--- config.mk ---
export PLATFORM = sky130hd
export DESIGN_NAME = dfr_regs
export DESIGN_NICKNAME = d
export VERILOG_FILES = /design/src/dfr_pkg.sv /design/src/dfr_corr_path.sv /design/src/dfr_regs.sv
export VERILOG_INCLUDE_DIRS = /design/src
export SDC_FILE = /design/constraint.sdc
export NUM_CORES = 1
export LEC_CHECK = 0
export ABC_AREA = 0
export BUFFER_PORTS_ARGS = -buffer_cell sky130_fd_sc_hd__buf_2
export CELL_PAD_IN_SITES_DETAIL_PLACEMENT = 1
export CELL_PAD_IN_SITES_GLOBAL_PLACEMENT = 1
export CORE_AREA = 2 2 257 259
export DETAILED_ROUTE_END_ITERATION = 6
export DIE_AREA = 0 0 259 261
export PLACE_DENSITY = 0.64
export SLEW_MARGIN = 20
export SYNTH_ARGS = -nofsm -noshare
export SYNTH_HDL_FRONTEND = slang
export SYNTH_SLANG_ARGS = --single-unit
--- constraint.sdc ---
create_clock -name clk -period 16.06 [get_ports clk]
set_input_delay 2.409 -clock clk [delete_from_list [all_inputs] [get_ports clk]]
set_output_delay 2.409 -clock clk [all_outputs]
set_load 0.05 [all_outputs]
--- src/dfr_params.svh ---
// Purpose: Offsets, field positions, reset values and widths of the feedback register bank.
// Assumes: Byte-wide register port, little-endian byte lanes inside each register.
// Notes:   Definitions only.
`ifndef DFR_PARAMS_SVH
`define DFR_PARAMS_SVH

// ****************************************************************
// Register port
// ****************************************************************
`define DFR_ADDR_W          6
`define DFR_OFS_INT         6'h00
`define DFR_OFS_CORR        6'h02
`define DFR_OFS_PHASE       6'h04
`define DFR_OFS_FREQ        6'h08
`define DFR_OFS_NUM         6'h10
`define DFR_OFS_DEN         6'h18

// ****************************************************************
// Field widths and positions
// ****************************************************************
`define DFR_INT_W           14
`define DFR_CORR_W          10
`define DFR_PHASE_W         30
`define DFR_FREQ_W          29
`define DFR_FRAC_W          48
`define DFR_FINE_W          31
`define DFR_MULT_W          7
`define DFR_PEC_DLY_ONE     2'h1
`define DFR_PHASE_TRIG_LANE 3'h3
`define DFR_FREQ_TRIG_LANE  3'h3
`define DFR_FRAC_TRIG_LANE  3'h5

// ****************************************************************
// Reset values
// ****************************************************************
`define DFR_INT_RST         14'h0190
`define DFR_CORR_RST        10'h000
`define DFR_PHASE_RST       30'h00000000
`define DFR_FREQ_RST        29'h00000000
`define DFR_NUM_RST         48'h000000000000
`define DFR_DEN_RST         48'h000000800000

`endif

--- src/dfr_pkg.sv ---
// Purpose: Types shared by the feedback register bank and its correction datapath.
// Assumes: dfr_params.svh supplies the widths.
// Notes:   Field order of dfr_corr_t matches the register layout.
`include "dfr_params.svh"

package dfr_pkg;

  // ****************************************************************
  // Types
  // ****************************************************************
  typedef struct packed {
    logic [`DFR_INT_W-1:0]  feedback_integer;
    logic [`DFR_FRAC_W-1:0] feedback_numerator;
    logic [`DFR_FRAC_W-1:0] feedback_denominator;
  } dfr_fb_t;

  typedef struct packed {
    logic                   fine_rev;
    logic [1:0]             pec_delay;
    logic [`DFR_MULT_W-1:0] corr_mult;
  } dfr_corr_t;

endpackage : dfr_pkg

--- src/dfr_corr_path.sv ---
// Purpose: Fine timestamp ordering and sigma-delta error delay of the feedback correction path.
// Assumes: Inputs synchronous to clk.
// Notes:   All outputs are registered.
`include "dfr_params.svh"

module dfr_corr_path #(
  parameter int SDM_W = 16
) (
  input  wire logic                    clk,
  input  wire logic                    rst,
  input  wire dfr_pkg::dfr_corr_t      cfg,
  input  wire logic [`DFR_FINE_W-1:0]  fine_in,
  input  wire logic [SDM_W-1:0]        sdm_in,
  output logic      [`DFR_FINE_W-1:0]  fine_out,
  output logic      [SDM_W-1:0]        sdm_out
);
  import dfr_pkg::*;

  logic [`DFR_FINE_W-1:0] rev_w;
  logic [`DFR_FINE_W-1:0] fine_nxt;
  logic [SDM_W-1:0]       sdm_d1_r;
  logic [SDM_W-1:0]       sdm_d1_nxt;
  logic [SDM_W-1:0]       sdm_nxt;

  // ****************************************************************
  // Datapath
  // ****************************************************************
  for (genvar i = 0; i < `DFR_FINE_W; i++) begin : g_rev
    assign rev_w[`DFR_FINE_W-1-i] = fine_in[i];
  end

  always_comb begin
    fine_nxt   = cfg.fine_rev ? rev_w : fine_in;  // [RQ4]
    sdm_d1_nxt = sdm_in;
    sdm_nxt    = (cfg.pec_delay == `DFR_PEC_DLY_ONE) ? sdm_d1_r : sdm_in;  // [RQ5]
  end

  always_ff @(posedge clk or posedge rst) begin
    if (rst) begin
      fine_out <= '0;
      sdm_d1_r <= '0;
      sdm_out  <= '0;
    end else begin
      fine_out <= fine_nxt;
      sdm_d1_r <= sdm_d1_nxt;
      sdm_out  <= sdm_nxt;
    end
  end
endmodule // dfr_corr_path

--- src/dfr_regs.sv ---
// Purpose: Feedback divider, correction, phase offset and frequency word registers of the DPLL.
// Assumes: Byte-wide register port synchronous to clk; one access per cycle.
// Notes:   Applied values and apply pulses leave on registered outputs.
//
// Operation
// [RQ1] 14-bit integer field, reset 0x190, top reserved.
// [RQ2] Software keeps feedback clock at most 33 MHz.
// [RQ3] Changed integer applies integer, numerator, denominator together.
// [RQ4] Bit 9 reverses the fine timestamp lines.
// [RQ5] Delay field value one delays error one cycle.
// [RQ6] Software sets remainder multiplier from denominator bits.
// [RQ7] Phase offset is 30-bit two's complement field.
// [RQ8] Phase offset applies when byte 31:24 written.
// [RQ9] Phase offset ignored while hitless switching enabled.
// [RQ10] One phase offset moves all outputs together.
// [RQ11] Frequency word is 29-bit two's complement field.
// [RQ12] Frequency word applies when top byte written.
// [RQ13] Fraction top byte write applies whole group.
// [RQ14] Software normalises fraction so denominator top bit set.
// [RQ15] Lower bytes wait in shadow until trigger.
`include "dfr_params.svh"

module dfr_regs #(
  parameter int SDM_W = 16
) (
  input  wire logic                    clk,
  input  wire logic                    rst,
  input  wire logic [`DFR_ADDR_W-1:0]  reg_addr,
  input  wire logic [7:0]              reg_wdata,
  input  wire logic                    reg_wr,
  input  wire logic                    reg_rd,
  output logic      [7:0]              reg_rdata,
  output logic                         reg_rvalid,
  input  wire logic                    hitless_switch_en,
  input  wire logic [`DFR_FINE_W-1:0]  tdc_fine,
  input  wire logic [SDM_W-1:0]        sdm_err,
  output dfr_pkg::dfr_fb_t             fb_div,
  output logic                         fb_apply,
  output logic      [`DFR_PHASE_W-1:0] phase_shift,
  output logic                         phase_apply,
  output logic      [`DFR_FREQ_W-1:0]  freq_word,
  output logic                         freq_apply,
  output dfr_pkg::dfr_corr_t           corr_cfg,
  output logic      [`DFR_FINE_W-1:0]  fine_ts,
  output logic      [SDM_W-1:0]        sdm_err_corr
);
  import dfr_pkg::*;

  localparam logic [`DFR_ADDR_W-1:0] OFS_INT   = `DFR_OFS_INT;
  localparam logic [`DFR_ADDR_W-1:0] OFS_CORR  = `DFR_OFS_CORR;
  localparam logic [`DFR_ADDR_W-1:0] OFS_PHASE = `DFR_OFS_PHASE;
  localparam logic [`DFR_ADDR_W-1:0] OFS_FREQ  = `DFR_OFS_FREQ;
  localparam logic [`DFR_ADDR_W-1:0] OFS_NUM   = `DFR_OFS_NUM;
  localparam logic [`DFR_ADDR_W-1:0] OFS_DEN   = `DFR_OFS_DEN;

  logic [`DFR_INT_W-1:0]   int_r;
  logic [`DFR_INT_W-1:0]   int_nxt;
  dfr_corr_t               corr_nxt;
  logic [`DFR_PHASE_W-1:0] phase_r;
  logic [`DFR_PHASE_W-1:0] phase_nxt;
  logic [`DFR_FREQ_W-1:0]  freq_r;
  logic [`DFR_FREQ_W-1:0]  freq_nxt;
  logic [`DFR_FRAC_W-1:0]  num_r;
  logic [`DFR_FRAC_W-1:0]  num_nxt;
  logic [`DFR_FRAC_W-1:0]  den_r;
  logic [`DFR_FRAC_W-1:0]  den_nxt;
  dfr_fb_t                 fb_nxt;
  logic                    fb_apply_nxt;
  logic [`DFR_PHASE_W-1:0] phase_app_r;
  logic [`DFR_PHASE_W-1:0] phase_app_nxt;
  logic [`DFR_PHASE_W-1:0] phase_out_nxt;
  logic                    phase_apply_nxt;
  logic [`DFR_FREQ_W-1:0]  freq_out_nxt;
  logic                    freq_apply_nxt;
  logic [7:0]              rdata_nxt;
  logic                    sel_int;
  logic                    sel_corr;
  logic                    sel_phase;
  logic                    sel_freq;
  logic                    sel_num;
  logic                    sel_den;
  logic [2:0]              lane;
  logic                    phase_trig;
  logic                    freq_trig;
  logic                    frac_trig;
  logic [63:0]             t64;
  logic [63:0]             rd64;

  function automatic logic [63:0] put_byte(input logic [63:0] v,
                                           input logic [2:0]  ln,
                                           input logic [7:0]  d);
    logic [63:0] r;
    r                  = v;
    r[{ln, 3'h0} +: 8] = d;
    return r;
  endfunction

  // ****************************************************************
  // Address decode
  // ****************************************************************
  always_comb begin
    sel_int    = reg_addr[`DFR_ADDR_W-1:1] == OFS_INT[`DFR_ADDR_W-1:1];
    sel_corr   = reg_addr[`DFR_ADDR_W-1:1] == OFS_CORR[`DFR_ADDR_W-1:1];
    sel_phase  = reg_addr[`DFR_ADDR_W-1:2] == OFS_PHASE[`DFR_ADDR_W-1:2];
    sel_freq   = reg_addr[`DFR_ADDR_W-1:2] == OFS_FREQ[`DFR_ADDR_W-1:2];
    sel_num    = reg_addr[`DFR_ADDR_W-1:3] == OFS_NUM[`DFR_ADDR_W-1:3];
    sel_den    = reg_addr[`DFR_ADDR_W-1:3] == OFS_DEN[`DFR_ADDR_W-1:3];
    lane       = reg_addr[2:0];
    phase_trig = reg_wr && sel_phase && ({1'b0, lane[1:0]} == `DFR_PHASE_TRIG_LANE);  // [RQ8]
    freq_trig  = reg_wr && sel_freq && ({1'b0, lane[1:0]} == `DFR_FREQ_TRIG_LANE);  // [RQ12]
    frac_trig  = reg_wr && (sel_num || sel_den) && (lane == `DFR_FRAC_TRIG_LANE);  // [RQ13]
  end

  // ****************************************************************
  // Register writes
  // ****************************************************************
  always_comb begin
    int_nxt   = int_r;
    corr_nxt  = corr_cfg;
    phase_nxt = phase_r;
    freq_nxt  = freq_r;
    num_nxt   = num_r;
    den_nxt   = den_r;
    t64       = '0;
    if (reg_wr && sel_int) begin
      t64     = put_byte(64'(int_r), {2'h0, lane[0]}, reg_wdata);
      int_nxt = t64[`DFR_INT_W-1:0];  // [RQ1]
    end
    if (reg_wr && sel_corr) begin
      t64      = put_byte(64'(corr_cfg), {2'h0, lane[0]}, reg_wdata);
      corr_nxt = t64[`DFR_CORR_W-1:0];
    end
    if (reg_wr && sel_phase) begin
      t64       = put_byte(64'(phase_r), {1'b0, lane[1:0]}, reg_wdata);
      phase_nxt = t64[`DFR_PHASE_W-1:0];  // [RQ7] [RQ15]
    end
    if (reg_wr && sel_freq) begin
      t64      = put_byte(64'(freq_r), {1'b0, lane[1:0]}, reg_wdata);
      freq_nxt = t64[`DFR_FREQ_W-1:0];  // [RQ11] [RQ15]
    end
    if (reg_wr && sel_num) begin
      t64     = put_byte(64'(num_r), lane, reg_wdata);
      num_nxt = t64[`DFR_FRAC_W-1:0];
    end
    if (reg_wr && sel_den) begin
      t64     = put_byte(64'(den_r), lane, reg_wdata);
      den_nxt = t64[`DFR_FRAC_W-1:0];
    end
  end

  // ****************************************************************
  // Atomic apply
  // ****************************************************************
  always_comb begin
    fb_nxt          = fb_div;
    fb_apply_nxt    = 1'b0;
    if ((reg_wr && sel_int && (int_nxt != int_r)) || frac_trig) begin  // [RQ3] [RQ13]
      fb_nxt       = '{feedback_integer: int_nxt, feedback_numerator: num_nxt,
                       feedback_denominator: den_nxt};
      fb_apply_nxt = 1'b1;
    end
    phase_app_nxt   = phase_trig ? phase_nxt : phase_app_r;  // [RQ8] [RQ15]
    phase_apply_nxt = phase_trig && !hitless_switch_en;  // [RQ9]
    phase_out_nxt   = hitless_switch_en ? '0 : phase_app_nxt;  // [RQ9] [RQ10]
    freq_apply_nxt  = freq_trig;  // [RQ12]
    freq_out_nxt    = freq_trig ? freq_nxt : freq_word;  // [RQ12] [RQ15]
  end

  // ****************************************************************
  // Read path
  // ****************************************************************
  always_comb begin
    rd64 = '0;
    if (sel_int) begin
      rd64 = 64'(int_r);  // [RQ1]
    end else if (sel_corr) begin
      rd64 = 64'(corr_cfg);
    end else if (sel_phase) begin
      rd64 = 64'(phase_r);
    end else if (sel_freq) begin
      rd64 = 64'(freq_r);
    end else if (sel_num) begin
      rd64 = 64'(num_r);
    end else if (sel_den) begin
      rd64 = 64'(den_r);
    end
    if (sel_int || sel_corr) begin
      rdata_nxt = rd64[{2'h0, lane[0], 3'h0} +: 8];
    end else if (sel_phase || sel_freq) begin
      rdata_nxt = rd64[{1'b0, lane[1:0], 3'h0} +: 8];
    end else begin
      rdata_nxt = rd64[{lane, 3'h0} +: 8];
    end
    if (!reg_rd) begin
      rdata_nxt = reg_rdata;
    end
  end

  // ****************************************************************
  // State registers
  // ****************************************************************
  always_ff @(posedge clk or posedge rst) begin
    if (rst) begin
      int_r       <= `DFR_INT_RST;
      corr_cfg    <= `DFR_CORR_RST;
      phase_r     <= `DFR_PHASE_RST;
      freq_r      <= `DFR_FREQ_RST;
      num_r       <= `DFR_NUM_RST;
      den_r       <= `DFR_DEN_RST;
      fb_div      <= '{feedback_integer: `DFR_INT_RST, feedback_numerator: `DFR_NUM_RST,
                       feedback_denominator: `DFR_DEN_RST};
      fb_apply    <= 1'b0;
      phase_app_r <= `DFR_PHASE_RST;
      phase_shift <= `DFR_PHASE_RST;
      phase_apply <= 1'b0;
      freq_word   <= `DFR_FREQ_RST;
      freq_apply  <= 1'b0;
      reg_rdata   <= 8'h00;
      reg_rvalid  <= 1'b0;
    end else begin
      int_r       <= int_nxt;
      corr_cfg    <= corr_nxt;
      phase_r     <= phase_nxt;
      freq_r      <= freq_nxt;
      num_r       <= num_nxt;
      den_r       <= den_nxt;
      fb_div      <= fb_nxt;
      fb_apply    <= fb_apply_nxt;
      phase_app_r <= phase_app_nxt;
      phase_shift <= phase_out_nxt;
      phase_apply <= phase_apply_nxt;
      freq_word   <= freq_out_nxt;
      freq_apply  <= freq_apply_nxt;
      reg_rdata   <= rdata_nxt;
      reg_rvalid  <= reg_rd;
    end
  end

  // ****************************************************************
  // Correction datapath
  // ****************************************************************
  dfr_corr_path #(
    .SDM_W (SDM_W)
  ) u_corr (
    .clk      (clk),
    .rst      (rst),
    .cfg      (corr_cfg),
    .fine_in  (tdc_fine),
    .sdm_in   (sdm_err),
    .fine_out (fine_ts),
    .sdm_out  (sdm_err_corr)
  );
endmodule // dfr_regs

## Word level (Yosys, flattened, before mapping)

Cells that the tools add are included.

- Register bits after elaboration: 453

- Add/sub/neg operators: 3
- Equality and inequality tests: 9
- Shift-type cells: 9
- Muxes and demuxes: 24
- Reductions and logical operators: 18

Operator list:

| cell | number |
|---|---|
| bitwise mux 64 bit | 6 |
| 2-to-1 mux 48 bit | 8 |
| variable shift 8 x 8 -> 64 bit, first input constant | 3 |
| indexed part select 8 x 8 -> 64 bit | 3 |
| 2-to-1 mux 30 bit | 3 |
| indexed part select 64 x 5 -> 8 bit | 1 |
| indexed part select 64 x 6 -> 8 bit | 1 |
| indexed part select 64 x 7 -> 8 bit | 1 |
| 2-to-1 mux 31 bit | 1 |
| 2-to-1 mux 29 bit | 1 |
| 2-to-1 mux 16 bit | 1 |
| 2-to-1 mux 8 bit | 2 |
| 2-to-1 mux 14 bit | 1 |
| != test 14 bit | 1 |
| logical AND 1 bit | 12 |
| negator 4 -> 8 bit | 1 |
| negator 5 -> 8 bit | 1 |
| negator 6 -> 8 bit | 1 |
| == test 3 x 2 -> 1 bit, second input constant | 2 |
| == test 5 x 1 -> 1 bit, second input constant | 1 |
| logical NOT 5 bit | 1 |
| == test 4 x 1 -> 1 bit, second input constant | 1 |
| == test 4 x 2 -> 1 bit, second input constant | 1 |
| logical OR 1 bit | 4 |
| 5 further kinds | 5 |

## Logic depth before layout (Yosys ltp)

- Depth in word-level cells: 10
- Mapped depth: 11

## Modules after synthesis

From an unflattened synthesis, not the netlist that was laid out.

- Cells, all modules: 1412
- Area total of the unflattened synthesis: 19057.0 um^2

Modules (own cells, without submodules):

| module | times used | cells each | area an instance (um^2) |
|---|---|---|---|
| dfr_regs | 1 | 1296 | 16861.2 |
| dfr_corr_path | 1 | 116 | 2195.9 |

## Least setup slack after synthesis

OpenSTA, ideal clock, no wires.

- Path kind: in2reg
- Start point: in reg_addr[1]
- End point: reg fb_div[17] (netlist name)
- Library setup time: 0.125 ns
- Arrival: 4.753 ns
- Slack: 11.182 ns
- Stages: 9
- Buffers on the path: 1
- Cell sequence: clkbuf_1 inv_1 ha_1 ha_1 nor3b_1 nand3_1 nor2_2 mux2_2 mux2_4

RTL lines:

| item | line | source |
|---|---|---|
| start, declared | dfr_regs.sv:28 | `` input wire logic [`DFR_ADDR_W-1:0] reg_addr, `` |
| negator 6 -> 8 bit (*) | dfr_regs.sv:94 | `r[{ln, 3'h0} +: 8] = d;` |
| indexed part select 8 x 8 -> 64 bit or variable shift 8 x 8 -> 64 bit (tied branches) | dfr_regs.sv:94 |  |
| bitwise mux 64 bit (*) | dfr_regs.sv:94 |  |
| 2-to-1 mux 48 bit (*) | dfr_regs.sv:145 | `if (reg_wr && sel_den) begin` |
| named net den_nxt[17] | dfr_regs.sv:66 | `` logic [`DFR_FRAC_W-1:0] den_nxt; `` |
| end signal, assigned | dfr_regs.sv:210 | `` fb_div <= '{feedback_integer: `DFR_INT_RST, feedback_numerator: `DFR_NUM_RST, `` |
| end signal, assigned | dfr_regs.sv:227 | `fb_div <= fb_nxt;` |
| end, declared | dfr_regs.sv:37 | `output dfr_pkg::dfr_fb_t fb_div,` |

The timed path passes the listed nets; every way through them passes the cells marked *.
A chain may end at the register's enable or synchronous reset.

## Worst setup path after layout

- Start point: in reg_addr[0]
- End point: reg fb_div[17] (netlist name)

Same word-level chain as after synthesis.

==> impl_metrics.yaml <==
sta:
  clock_skew_ns: 0.01693
  grt_setup_unrepaired: "no"
  slew_headroom_pct: 30.25
  max_freq_mhz: 180.0
  tns_ns: 0
  setup-violations-final: 0
  post-route-min-period_ns: 5.556
  setup_ws_ns: 10.50
  worstMarginPinSlew_ns: 1.038
  finalCritPeriodShare_pct: 34.60
  report.final.slew_viol_count: 0
  hold_viol: 0
clock_network:
  cts_tree: "done"
  cts_hold_buf: 0
  cts_inserted_buffers: 50
  cts_max_level: 2
  cts_max_path_buffers: 3
  cts_root_buf: "clkbuf_16"
  postCtsSetupBuffers: 0
  cts_repair_resize_count: 0
  clkTransAtPathRegs_ns: 0.06
  clock_sinks: 453
  insertion_delay_ns: 0.60
cells_and_area:
  regArea_um2: 11350
  area_growth_pct: 19.47
  most-common-layout-cells: "445 x dfrtp_1, 303 x buf_2, 203 x mux2_2, 115 x nand2_1, 99 x o21ai_0"
  final_common_cell: "dfrtp_1"
  fillerInstances: 7006
  final_nets: 1792
  n_antenna_cell: 0
  fin_area_um2: 23060
  multi_input_area_um2: 7311
  layout-drive-gt1-share_pct: 41.16
  instances_no_fill: 2623
worst_setup_path:
  r2r_slack_ns: 13.14
  required_ns: 16.53
  startpoint: "reg_addr[0]"
  regToRegStartpoint: "int_r[7]"
  crit_type: "input pin to register"
  critPathMaxFanout: 23
  reg2reg_to: "fb_div[92]"
  cp.arrival_ns: 6.03
  startpoint_type: "input pin"
  crit_path_end_kind: "register"
  r2r_cells: 7
logic_synthesis:
  yosys_most_used_dff: "dfrtp_1"
  synth_area_um2: 19300
  syn_avg_cell_area_um2: 13.36
  syn_inst: 1445
  synthArstFlopShare_pct: 100.0
  yosysSeqAreaShare_pct: 58.78
  synth_edf_count: 0
  syn_nets: 1517
  synth_warnings: 0
  synth.distinct_cells: 71
  ys_ff_latch: 453
floorplanning:
  start_util_pct: 29.68
  chipHeight_um: 261
  num_io_pins: 304
  row_count: 94
  core-area_um2: 65040
  die_w_um: 259
  dieArea_um2: 67600
worst_hold_path:
  hp-class: "register to register"
  min_delay_path_depth: 1
  hold_start: "u_corr.sdm_d1_r[5]"
  whs_endpoint: "u_corr.sdm_out[5]"
grt:
  gr-usage-all-layers_pct: 18.80
  grt_pass1_vias: 14027
  grt_max_degree: 182
  antenna_found_initial: 5
  grt_pass1_wl_mm: 94.50
  grt_overflow_total: 0
power:
  ir_worst_vdd_v: 0.00007474
  powerDensity_nw_per_um2: 121.7
  p_leak_nw: 11.28
drt:
  drtPass1Iterations: 7
  drc_errors: 0
  vias: 13081
  wl_per_cell_um: 24.48
  initialDrtViolationCount: 859
  routed_wirelength_mm: 64.20
  ant_nets: 0
  post_drt_via_cell_ratio: 4.987
run_status:
  outcome: "finished clean"
placement:
  dp_hpwl_mm: 46.21
  gp_congestion: 0.9085
  io_buffer_count: 303
  dp_slack_ns: 10.03
  place_area_um2: 21490
  dp_cells: 2532
run:
  maxCapViolCount: 0
through the flow:
stage	util (%)	hold WS [ns]	power, W
after floorplan	-	0.4386	0.001583
after global placement	33.00	0.4557	0.001717
after detailed placement	33.05	0.4588	0.001727
after CTS	35.45	0.4682	0.002850
after global routing	35.46	0.4939	0.002923
final	35.46	0.4685	0.002808
critical path: stages:
cell and delay (ns):
buf_2 0.45, inv_1 0.48, ha_1 0.49, ha_1 0.40, nor3b_1 0.36, nand3_1 0.21
nor2_2 0.52, mux2_2 0.42, mux2_4 0.26
synthesized netlist by cell type (3+ instances only):
library cell	n	area, um2
a2111oi_0	3	26.28
nor2_1	46	172.7
mux2_4	91	1366
nor3_1	14	70.07
nand3_1	20	100.1
nor2b_1	45	281.5
o221ai_1	5	43.79
o2111ai_1	6	52.55
a21oi_1	29	145.1
a31oi_1	6	37.54
mux2_2	203	2286
o211ai_1	5	37.54
and2_1	4	25.02
a221o_1	6	60.06
clkbuf_1	44	165.2
and3_1	12	75.07
inv_1	17	63.81
ha_1	6	75.07
dfrtp_1	445	11140
o21ai_0	99	495.5
nand2_1	115	431.7
mux4_2	12	270.3
a21boi_0	4	30.03
nor2_2	4	25.02
nor3b_1	3	22.52
xor2_1	6	52.55
buf_12	10	200.2
o22ai_1	4	25.02
a211oi_1	23	172.7
mux2i_1	21	210.2
xnor2_1	4	35.03
buf_1	13	48.80
a22o_1	29	254.0
buf_2	25	125.1
nand4_1	6	37.54
dfstp_2	8	210.2
nand2b_1	5	31.28
kinds of logic (layout without fill, tap and decap cells):
group	after synthesis	count (layout)	synth area share (%)
compound gates	239	239	8.109
simple gates	290	290	7.324
buf+inv	118	432	3.422
mux	329	329	21.53
xor+xnor	10	10	0.4537
flops	453	453	58.78
fa+ha+maj	6	6	0.3889
metal layers:
metal,wire [um],share of wire (%),track usage [%]
met1,26680,42,23.85
met2,30820,48,31.13
met3,4197,6.5,4.520
met4,2437,3.8,7.145
met5,62,0.097,0
cell type report:
| class | count | area share, % |
|---|---|---|
| Clock buffer | 72 | 6.000 |
| Multi-Input combinational cell | 874 | 31.70 |
| Sequential cell | 453 | 49.20 |
| Clock inverter | 19 | 0.7650 |
| Timing Repair Buffer | 319 | 7.254 |
| Inverter | 22 | 0.3961 |
| Tap cell | 864 | 4.688 |
power breakdown:
part	total [W]	leakage, nW	internal [W]	switching, W
logic	0.000440	4.44	0.000126	0.000314
registers	0.00126	6.08	0.00122	0.0000480
clock network	0.00110	0.764	0.000633	0.000470
total	0.00281	11.3	0.00198	0.000832
worst max path at each step:
stage	to	slack [ns]	cells after the start
after floorplan	corr_cfg[0]	1.04	1
after global placement	fb_div[93]	9.84	8
after detailed placement	fb_div[17]	10.03	9
after CTS	fb_div[17]	10.65	9
after global routing	fb_div[26]	10.30	8
final	fb_div[17]	10.50	9
state kept, by name, indices dropped and copies added (netlist names), 8 cells and up:
name and count:
corr_cfg 10, den_r 48, fb_div 110, freq_r 29, freq_word 29, int_r 14
num_r 48, phase_app_r 30, phase_r 30, phase_shift 30, reg_rdata 8, u_corr.fine_out 31
u_corr.sdm_d1_r 16, u_corr.sdm_out 16
Note: power is estimated with default switching activity, not from simulation.
